--- src/include/pwm_regs.svh ---
// Purpose: register map, field positions, reset values and timing figures of the fast pwm
// Assumes: byte-wide register port, 8-bit address
// Notes:   definitions only
`ifndef FAST_PWM_REGS_SVH
`define FAST_PWM_REGS_SVH

// ****************************************
// register offsets
// ****************************************
`define PWM_CONTROL_OFS     8'h0c
`define PWM_DUTY_CH0_OFS    8'h0d
`define PWM_DUTY_CH1_OFS    8'h0e
`define PWM_STATUS_OFS      8'h0f

// ****************************************
// control fields
// ****************************************
`define MODE_LSB            0
`define MODE_MSB            1
`define RUN_BIT             3
`define EN0_BIT             6
`define EN1_BIT             7

// ****************************************
// mode codes and period masks
// ****************************************
`define MODE_CODE_8BIT      2'h0
`define MODE_CODE_7BIT      2'h1
`define MODE_CODE_6BIT      2'h2
`define MODE_CODE_RSVD      2'h3
`define MASK_8BIT           8'hff
`define MASK_7BIT           8'h7f
`define MASK_6BIT           8'h3f

// ****************************************
// reset values
// ****************************************
`define CTRL_RESET          8'h00
`define DUTY_RESET          8'h00
`define READ_ZERO           8'h00

// ****************************************
// timing
// ****************************************
`define SRC_CLK_PERIOD_NS   50
`define MCLK_PERIOD_NS      10
`define SRC_CLK_CYCLES      (`SRC_CLK_PERIOD_NS / `MCLK_PERIOD_NS)

`endif

--- src/include/fast_pwm_pkg.sv ---
// Purpose: shared types of the fast pwm
// Assumes: pwm_regs.svh provides the codes
// Notes:   mode encodings follow the control field
`include "pwm_regs.svh"

package fast_pwm_pkg;
   typedef enum logic [1:0] {
      MODE_8BIT = `MODE_CODE_8BIT,
      MODE_7BIT = `MODE_CODE_7BIT,
      MODE_6BIT = `MODE_CODE_6BIT,
      MODE_RSVD = `MODE_CODE_RSVD
   } period_mode_type;
endpackage

--- src/design/src_tick_divider.sv ---
// Purpose: derives the source clock tick from mclk
// Assumes: one clock, synchronous active-high reset
// Notes:   phase is the mclk position inside the current source period
`timescale 1ns/1ps

module src_tick_divider #(
   parameter int unsigned DIV = 5,
   parameter int unsigned PW  = 8
) (
   input  wire logic          mclk,
   input  wire logic          reset,
   input  wire logic          clear,
   output logic              tick,
   output logic [PW-1:0]     phase
);
   initial begin
      if (DIV < 2 || DIV >= (1 << PW)) begin
         $error("src_tick_divider: DIV out of range");
      end
   end

   localparam logic [PW-1:0] LAST = PW'(DIV - 1);

   // ****************************************
   // phase counter
   // ****************************************
   always_ff @(posedge mclk) begin
      if (reset || clear) begin
         phase <= '0;
      end else if (phase == LAST) begin
         phase <= '0;
      end else begin
         phase <= phase + PW'(1);
      end
   end

   assign tick = (phase == LAST) && !clear;
endmodule

--- src/design/dual_channel_fast_pwm.sv ---
// Purpose: two-channel fast pwm with a shared up counter and 8/7/6-bit period modes
// Assumes: register port with read data one cycle after the read strobe
// Notes:   pins are active low pulses, idle high; half a source period is DIV/2 mclk, rounded down
//
// The implementer's own choice: the plain strobed port.
`timescale 1ns/1ps
`include "pwm_regs.svh"

module dual_channel_fast_pwm
   import fast_pwm_pkg::*;
#(
   parameter int unsigned DIV = `SRC_CLK_CYCLES
) (
   input  wire logic          mclk,
   input  wire logic          reset,
   input  wire logic [7:0]    addr,
   input  wire logic [7:0]    wdata,
   input  wire logic          wr_en,
   input  wire logic          rd_en,
   output logic [7:0]         rdata,
   output logic              fast_pulse_out0,
   output logic              fast_pulse_out1
);
   localparam int unsigned       WW       = 16;
   localparam logic [WW-1:0]     DIV_W    = WW'(DIV);
   localparam logic [WW-1:0]     HALF_W   = WW'(DIV / 2);

   initial begin
      if (DIV < 2 || DIV > 200) begin
         $error("dual_channel_fast_pwm: DIV must lie in 2..200");
      end
   end

   // ****************************************
   // registers and state
   // ****************************************
   period_mode_type  mode_r;
   logic             run_r;
   logic             en0_r;
   logic             en1_r;
   logic [7:0]       duty0_r;
   logic [7:0]       duty1_r;
   logic [7:0]       count_r;
   logic             frame_r;
   logic             tick;
   logic [7:0]       phase;

   logic             ctrl_wr;
   logic             run_nxt;
   logic [1:0]       mode_wr;

   assign ctrl_wr = wr_en && (addr == `PWM_CONTROL_OFS);
   assign run_nxt = ctrl_wr ? wdata[`RUN_BIT] : run_r;
   assign mode_wr = wdata[`MODE_MSB:`MODE_LSB];

   // ****************************************
   // functions
   // ****************************************
   function automatic logic [7:0] period_mask(input period_mode_type m);
      logic [7:0] r;
      r = `MASK_8BIT;
      unique case (m)
         MODE_8BIT: r = `MASK_8BIT;
         MODE_7BIT: r = `MASK_7BIT;
         MODE_6BIT: r = `MASK_6BIT;
         MODE_RSVD: r = `MASK_8BIT;
      endcase
      return r;
   endfunction

   // control byte as software reads it back; unused bits read zero
   function automatic logic [7:0] ctrl_byte(input logic            e1,
                                            input logic            e0,
                                            input logic            r,
                                            input period_mode_type m);
      logic [7:0] b;
      b                      = `READ_ZERO;
      b[`EN1_BIT]            = e1;
      b[`EN0_BIT]            = e0;
      b[`RUN_BIT]            = r;
      b[`MODE_MSB:`MODE_LSB] = m;
      return b;
   endfunction

   // low width of one channel in mclk cycles for the current period
   function automatic logic [WW-1:0] width_cycles(input period_mode_type m,
                                                  input logic [7:0] d,
                                                  input logic f);
      logic [WW-1:0] base;
      logic [1:0]    halves;
      base   = '0;
      halves = 2'h0;
      unique case (m)
         MODE_8BIT: begin
            base = WW'(d);
         end
         MODE_7BIT: begin
            base   = WW'(d[7:1]);
            halves = {1'b0, d[0]};
         end
         // two-period pattern: first gets ceil(n/2) halves, second floor(n/2)
         MODE_6BIT: begin
            base   = WW'(d[7:2]);
            halves = f ? {1'b0, d[1]} : {1'b0, d[1]} + {1'b0, d[0]};
         end
         MODE_RSVD: begin
            base = WW'(d);
         end
      endcase
      return WW'(base * DIV_W) + WW'(WW'(halves) * HALF_W);
   endfunction

   // ****************************************
   // control register
   // ****************************************
   always_ff @(posedge mclk) begin
      if (reset) begin
         mode_r <= MODE_8BIT;
         run_r  <= 1'b0;
      end else if (ctrl_wr) begin
         run_r <= wdata[`RUN_BIT];
         if (!run_r && mode_wr != `MODE_CODE_RSVD) begin
            mode_r <= period_mode_type'(mode_wr);
         end
      end
   end

   // ****************************************
   // enables and duty registers
   // ****************************************
   always_ff @(posedge mclk) begin
      if (reset || !run_nxt) begin
         en0_r   <= 1'b0;
         en1_r   <= 1'b0;
         duty0_r <= `DUTY_RESET;
         duty1_r <= `DUTY_RESET;
      end else if (wr_en && run_r) begin
         if (addr == `PWM_CONTROL_OFS) begin
            en0_r <= wdata[`EN0_BIT];
            en1_r <= wdata[`EN1_BIT];
         end
         if (addr == `PWM_DUTY_CH0_OFS) begin
            duty0_r <= wdata;
         end
         if (addr == `PWM_DUTY_CH1_OFS) begin
            duty1_r <= wdata;
         end
      end
   end

   // ****************************************
   // source clock and shared counter
   // ****************************************
   src_tick_divider #(
      .DIV   (DIV),
      .PW    (8)
   ) u_div (
      .mclk  (mclk),
      .reset (reset),
      .clear (!run_r),
      .tick  (tick),
      .phase (phase)
   );

   always_ff @(posedge mclk) begin
      if (reset || !run_r) begin
         count_r <= '0;
         frame_r <= 1'b0;
      end else if (tick) begin
         if (count_r == period_mask(mode_r)) begin
            count_r <= '0;
            frame_r <= !frame_r;
         end else begin
            count_r <= count_r + 8'h01;
         end
      end
   end

   // ****************************************
   // output pins
   // ****************************************
   logic [WW-1:0] pos;
   logic          low0_nxt;
   logic          low1_nxt;

   assign pos = WW'(WW'(count_r) * DIV_W) + WW'(phase);

   // low first, then high
   // width follows the live duty value, so a mid-period write may cut one pulse
   assign low0_nxt = en0_r && (pos < width_cycles(mode_r, duty0_r, frame_r));
   assign low1_nxt = en1_r && (pos < width_cycles(mode_r, duty1_r, frame_r));

   always_ff @(posedge mclk) begin
      if (reset || !run_r) begin
         fast_pulse_out0 <= 1'b1;
      end else begin
         fast_pulse_out0 <= !low0_nxt;
      end
   end

   always_ff @(posedge mclk) begin
      if (reset || !run_r) begin
         fast_pulse_out1 <= 1'b1;
      end else begin
         fast_pulse_out1 <= !low1_nxt;
      end
   end

   // ****************************************
   // read port
   // ****************************************
   always_ff @(posedge mclk) begin
      if (reset || !rd_en) begin
         rdata <= `READ_ZERO;
      end else begin
         unique case (addr)
            `PWM_CONTROL_OFS:  rdata <= ctrl_byte(en1_r, en0_r, run_r, mode_r);
            `PWM_DUTY_CH0_OFS: rdata <= duty0_r;
            `PWM_DUTY_CH1_OFS: rdata <= duty1_r;
            `PWM_STATUS_OFS:   rdata <= count_r;
            default:           rdata <= `READ_ZERO;
         endcase
      end
   end
endmodule

--- config.mk ---
export PLATFORM = sky130hd
export DESIGN_NAME = dual_channel_fast_pwm
export DESIGN_NICKNAME = d
export VERILOG_FILES = /design/src/include/fast_pwm_pkg.sv /design/src/design/src_tick_divider.sv /design/src/design/dual_channel_fast_pwm.sv
export VERILOG_INCLUDE_DIRS = /design/src /design/src/include
export SDC_FILE = /design/constraint.sdc
export NUM_CORES = 1
export LEC_CHECK = 0
export BUFFER_PORTS_ARGS = -buffer_cell sky130_fd_sc_hd__buf_4
export CORE_AREA = 5 5 97 99
export DETAILED_ROUTE_END_ITERATION = 16
export DIE_AREA = 0 0 102 104
export HOLD_SLACK_MARGIN = 0.08
export PLACE_DENSITY = 0.76
export RECOVER_POWER = 25
export SYNTH_ARGS = -nofsm -noshare
export SYNTH_HDL_FRONTEND = slang
export SYNTH_SLANG_ARGS = --single-unit
--- constraint.sdc ---
create_clock -name mclk -period 3.97 [get_ports mclk]
set_input_delay 0.5955 -clock mclk [delete_from_list [all_inputs] [get_ports mclk]]
set_output_delay 0.5955 -clock mclk [all_outputs]
set_load 0.005 [all_outputs]
Word level (Yosys, flattened, before mapping)

Index checks and enable logic that the tools add are counted.

Output and inout port bits: 10
Input bits: 20
Bits in registers: 48
Logic and storage cells: 69

Mux-type cells: 12
$mul: 3
Add/sub/neg operators: 7
Magnitude comparators: 2
Eq/ne operators: 10
Reductions and logical operators: 23

Operator list:

| operator                                           | count |
|---|---|
| one-hot mux 16 bit (3 select lines)                | 2 |
| adder 16 x 3 -> 16 bit                             | 2 |
| == test 8 x 4 -> 1 bit, second input constant      | 4 |
| less-than comparator 12 x 16 -> 1 bit              | 2 |
| multiplier 16 x 3 -> 16 bit, second input constant | 2 |
| one-hot mux 8 bit (4 select lines)                 | 1 |
| 2-to-1 mux 8 bit                                   | 3 |
| one-hot mux 8 bit (3 select lines)                 | 1 |
| adder 8 x 1 -> 8 bit, second input constant        | 2 |
| adder 11 x 8 -> 12 bit                             | 1 |
| multiplier 8 x 3 -> 11 bit, second input constant  | 1 |
| AND reduction 2 bit                                | 5 |
| == test 8 x 3 -> 1 bit, second input constant      | 1 |
| == test 8 bit                                      | 1 |
| one-hot mux 2 bit (2 select lines)                 | 2 |
| logical AND 1 bit                                  | 6 |
| zero test 1 bit                                    | 6 |
| adder 1 x 1 -> 2 bit                               | 2 |
| == test 2 bit, second input constant               | 2 |
| 2-to-1 mux 2 bit                                   | 2 |
| OR reduction 2 bit                                 | 2 |
| logical OR 1 bit                                   | 3 |
| == test 2 x 1 -> 1 bit, second input constant      | 1 |
| zero test 2 bit                                    | 1 |
| other kinds (2)                                    | 2 |

Longest topological paths before layout

Depth after elaboration: 8
Gate-level depth with buffers: 18
Gate-level depth less buffers: 17

Hierarchy

Synthesis repeated with hierarchy kept, for this count alone.

Cell total of the unflattened synthesis: 514
Area total of the unflattened synthesis: 4571.9 um^2

Modules (own cells, without submodules):

| module                | area each (um^2) | times used | cells an instance | sequential area each (um^2) |
|---|---|---|---|---|
| dual_channel_fast_pwm | 4204.0           | 1          | 471               | 800.8 |
| src_tick_divider      | 367.9            | 1          | 43                | 160.2 |

Least setup slack after synthesis

Ideal clock, no wire load.

Path kind: reg2reg
Start point: reg mode_r[0]
End point: reg fast_pulse_out1
Arrival: 4198 ps
Stages on the path, launching flop included: 18
Buffers on the path: 2
Period minus slack after synthesis: 4328 ps
Data required time: 3840 ps
Library setup time: 130 ps
Setup slack: -358 ps
Cell sequence: dfxtp_1 -> inv_1 -> ha_1 -> clkbuf_1 -> clkbuf_1 -> a22oi_1 -> o21ai_0 -> ha_1 -> ha_1 -> fa_1 -> a21o_1 -> a21oi_1 -> o211ai_1 -> xnor2_1 -> ha_1 -> a211o_1 -> a2111oi_0 -> a21oi_1

Longest elaborated chain between the ends: 8
Elaborated cells on any way between the ends: 12
Those cells by class: add/sub: 1; mul: 1; order compare: 1; eq/ne: 3; mux: 2; reduce/logical: 4

Ends and longest elaborated chain:

| what                                             | RTL line                     | RTL |
|---|---|---|
| start: declaration                               | dual_channel_fast_pwm.sv:37  | `period_mode_type mode_r;` |
| start signal: assignment                         | dual_channel_fast_pwm.sv:123 | `mode_r <= period_mode_type'(mode_wr);` |
| == test 2 bit or zero test 2 bit (tied branches) | dual_channel_fast_pwm.sv:93  | `unique case (m)` |
| OR reduction 2 bit (no source line)              | --                           |  |
| one-hot mux 16 bit (3 select lines)              | dual_channel_fast_pwm.sv:93  |  |
| multiplier 16 x 3 -> 16 bit                      | dual_channel_fast_pwm.sv:110 | `return WW'(base * DIV_W) + WW'(WW'(halves) * HALF_W);` |
| adder 16 x 3 -> 16 bit *                         | dual_channel_fast_pwm.sv:110 |  |
| less-than comparator 12 x 16 -> 1 bit *          | dual_channel_fast_pwm.sv:191 | `assign low1_nxt = en1_r && (pos < width_cycles(mode_r, duty1_r, frame_r));` |
| logical AND 1 bit *                              | dual_channel_fast_pwm.sv:191 |  |
| zero test 1 bit *                                | dual_channel_fast_pwm.sv:205 | `fast_pulse_out1 <= !low1_nxt;` |
| end signal: assignment                           | dual_channel_fast_pwm.sv:205 |  |
| end: declaration                                 | dual_channel_fast_pwm.sv:22  | `output logic fast_pulse_out1` |

Every way passes the cells marked *; elsewhere a longest branch is shown, timed or not. The select of a mux whose other input is x is not followed.
A chain may end at the register's enable or synchronous reset.

Worst setup path in the final report

Ends and elaborated chain as after synthesis.

==> metrics.md <==
| Metric | Value |
|---|---|
| Largest net degree at the start of global routing | 27 |
| CP Data Arrival Time | 4.05 ns |
| Fillcell total | 701 |
| Post-synthesis compound-gate area fraction | 15.11% |
| Async S/R FF share, synth | 0% |
| Drt total wl | 11640 um |
| P per Cell Area | 157.9 nW/um2 |
| PortBufs | 29 |
| Reg area | 964.7 um2 |
| Crit Path Category | register to register |
| Leakage | 2.428 nW |
| Seq cells post-synth | 48 |
| Worst Hold Class | input port to register |
| Mapped Cells | 516 |
| Worst setup EP type | register |
| Worst Tran Pin Value | 1.024 ns |
| Max_slew headroom | 30.78% |
| Hold WS | 0.4646 ns |
| Drt pass-1 iters | 11 |
| Setup_tns | 0 ns |
| Synth warn | 0 |
| Area contributors post-synth | ha_1 25%, dfxtp_1 21%, nor2_1 4.0% |
| Vias/cell | 5.996 |
| Initial antenna violation count | 0 |
| Die H | 104 um |
| Antenna diode count | 0 |
| Global-route wire length before repair | 18420 um |
| Global-route total usage across every layer | 21.32% |
| Setup WS pre-CTS | -0.2311 ns |
| Initial core utilization | 53.71% |
| CTS Sinks | 48 |
| Violated checks | DRC |
| Period utilisation layout | 96.53% |
| Share of cells above drive strength 1 | 18.23% |
| Crit path max fanout | 8 |
| Fmax | 260.9 MHz |
| Die Wd | 102 um |
| Xor/xnor share of the synthesized area | 5.779% |
| Mapped Area | 4547 um2 |
| Final Slew Violations | 0 |
| H-tree depth | 2 |
| Leading area contributor after synthesis | ha_1 |
| Remaining global-route overflow | 0 |
| Peak VDD IR | 0.0001809 V |
| Mean area per synthesized cell | 8.812 um2 |
| # Max-Cap Violations | 0 |
| Final setup viols | 0 |
| Post-CTS Hold Buffers | 0 |
| Drt drc | 2 |
| Final worst setup slack | 0.1377 ns |
| DR WL/cell | 17.30 um |
| # rows | 34 |
| Status | finished with violations |
| Num ports | 30 |
| Unrepaired setup endpoints after global routing | yes |
| Final Wtd Congestion | 0.8861 |
| Multi-input logic area | 3575 um2 |
| Skew final | 0.02060 ns |
| Final ANT Viol Nets | 0 |
| Clock-pin transition on the worst setup and hold timing paths | 0.11 ns |
| Final nets | 684 |
| Final hold vios | 0 |
| Placed wire-length estimate | 8911 um |
| Via count | 4035 |
| Root Driver | clkbuf_8 |
| Initial DRC Count | 198 |
| Synth top area share | 25.32% |
| Most frequent cell after synthesis | ha_1 |
| Post-Synth Adder-Cell Area | 28.84% |
| Fraction of the mapped netlist area in simple logic gates | 17.06% |
| Sequential area share after synthesis | 21.13% |
| Synth Flop Type | dfxtp_1 |
| Number of global-route vias before repair | 3915 |
| CTS buffer count | 5 |
| Syn nets | 636 |
| EDFF count, synth | 0 |
| PnR Total Power | 0.8403 mW |
| Crit start category | register |
| Floorplan core area | 8466 um2 |
| List of most frequent post-synthesis cells | 92 x ha_1, 49 x nor2_1, 48 x dfxtp_1 |
| Clock buffer depth | 2 |
| Minimum clock period | 3.832 ns |
| Req. time, crit path | 4.18 ns |
| Synth cell types | 53 |
| Layout area overhead | 17.01% |
| Multiplexer share of the synthesized area | 7.677% |
| Combinational family with the most area after synthesis | adder cells |
| Die area | 10610 um2 |
| Worst-skew pair later-pin latency | 0.32 ns |
| CTS tree | yes |
[sequential cells by signal, summed over array words and instances, names as in the netlist, 2 cells and up]
register	count
u_div.phase	8
count_r	8
rdata	8
mode_r	2
duty1_r	8
duty0_r	8
[metrics by stage]
stage	cells	utilization (%)	area [um2]
after floorplan	516	-	4569
after global placement	664	59.50	5037
after detailed placement	664	59.50	5037
after CTS	672	60.97	5161
after global routing	673	62.84	5320
final	673	62.84	5320
[layout make-up]
cell class,instances,area share [%]
flip-flops and latches,48,18.13
multi-input cells,416,67.19
inverters,40,2.822
clock inverters,2,0.2822
well taps,108,2.540
clock buffers,6,1.552
repair buffers,53,7.479
[cell usage in the layout (no fill, tap or decap), types with 6 or more instances in the layout]
cell type   n
o211ai_1    7
mux2i_1    18
a211oi_1    7
xor2_1     13
clkbuf_8    6
a21oi_1    17
ha_4        9
fa_1        6
o21ai_2     6
nor3_1      6
ha_1       83
nor2b_1     8
clkbuf_4    8
buf_4      43
nand2_1    32
xnor2_1    17
a22oi_1    13
dfxtp_1    47
nor2_1     49
inv_1      40
nand3_1    15
o21ai_0    18
nand4_1     7
[path summary, 6_finish.rpt]
path                                                start                         end  slack (ns)  cells after the start
worst max-delay path               mode_r[0]$_SDFFE_PP0P_  fast_pulse_out1$_SDFF_PP1_        0.14                     16
worst min-delay path                                reset      mode_r[0]$_SDFFE_PP0P_        0.46                      2
worst max register to register     mode_r[0]$_SDFFE_PP0P_  fast_pulse_out1$_SDFF_PP1_        0.14                     16
worst min register to register  u_div.phase[0]$_SDFF_PP0_   u_div.phase[0]$_SDFF_PP0_        0.56                      1
[kinds of logic (layout without fill, tap and decap cells)]
group / Yosys count / count (layout)
mux: 28 / 28
simple gates: 153 / 153
compound gates: 105 / 105
fa+ha+maj: 100 / 100
xor+xnor: 30 / 30
buf+inv: 52 / 101
flops: 48 / 48
[repair_timing]
action,4_1_cts,5_1_grt
setup buffers,0,1
gates resized for setup,11,25
cloned,0,0
pin swaps,1,12
setup endpoints to repair,2,2
[layer usage]
| metal | wire [um] | vias up | track usage [%] |
|---|---|---|---|
| met5 | 0 | - | 0 |
| met4 | 205 | 0 | 4.686 |
| met3 | 487 | 22 | 3.488 |
| met2 | 5994 | 102 | 36.26 |
| met1 | 4956 | 1947 | 28.06 |
| li1 | - | 1964 | - |
[where the power goes]
part / leakage, nW / switching (mW) / total [mW] / internal (mW)
combinational: 2.00 / 0.0146 / 0.0323 / 0.0176
clock: 0.0434 / 0.186 / 0.327 / 0.142
sequential: 0.387 / 0.0000778 / 0.481 / 0.480
[worst max-delay path, stage by stage (launching register included)]
cell and delay [ns]:
dfxtp_4 0.37, inv_1 0.07, ha_4 0.32, buf_6 0.14, a22oi_2 0.06, o21ai_2 0.23
ha_4 0.24, ha_4 0.25, ha_1 0.30, a21oi_2 0.16, o211ai_1 0.14, o41ai_2 0.38
xor2_1 0.20, ha_1 0.27, a211o_1 0.27, a2111oi_2 0.23, a21oi_1 0.10
(Power assumes the default switching activity.)
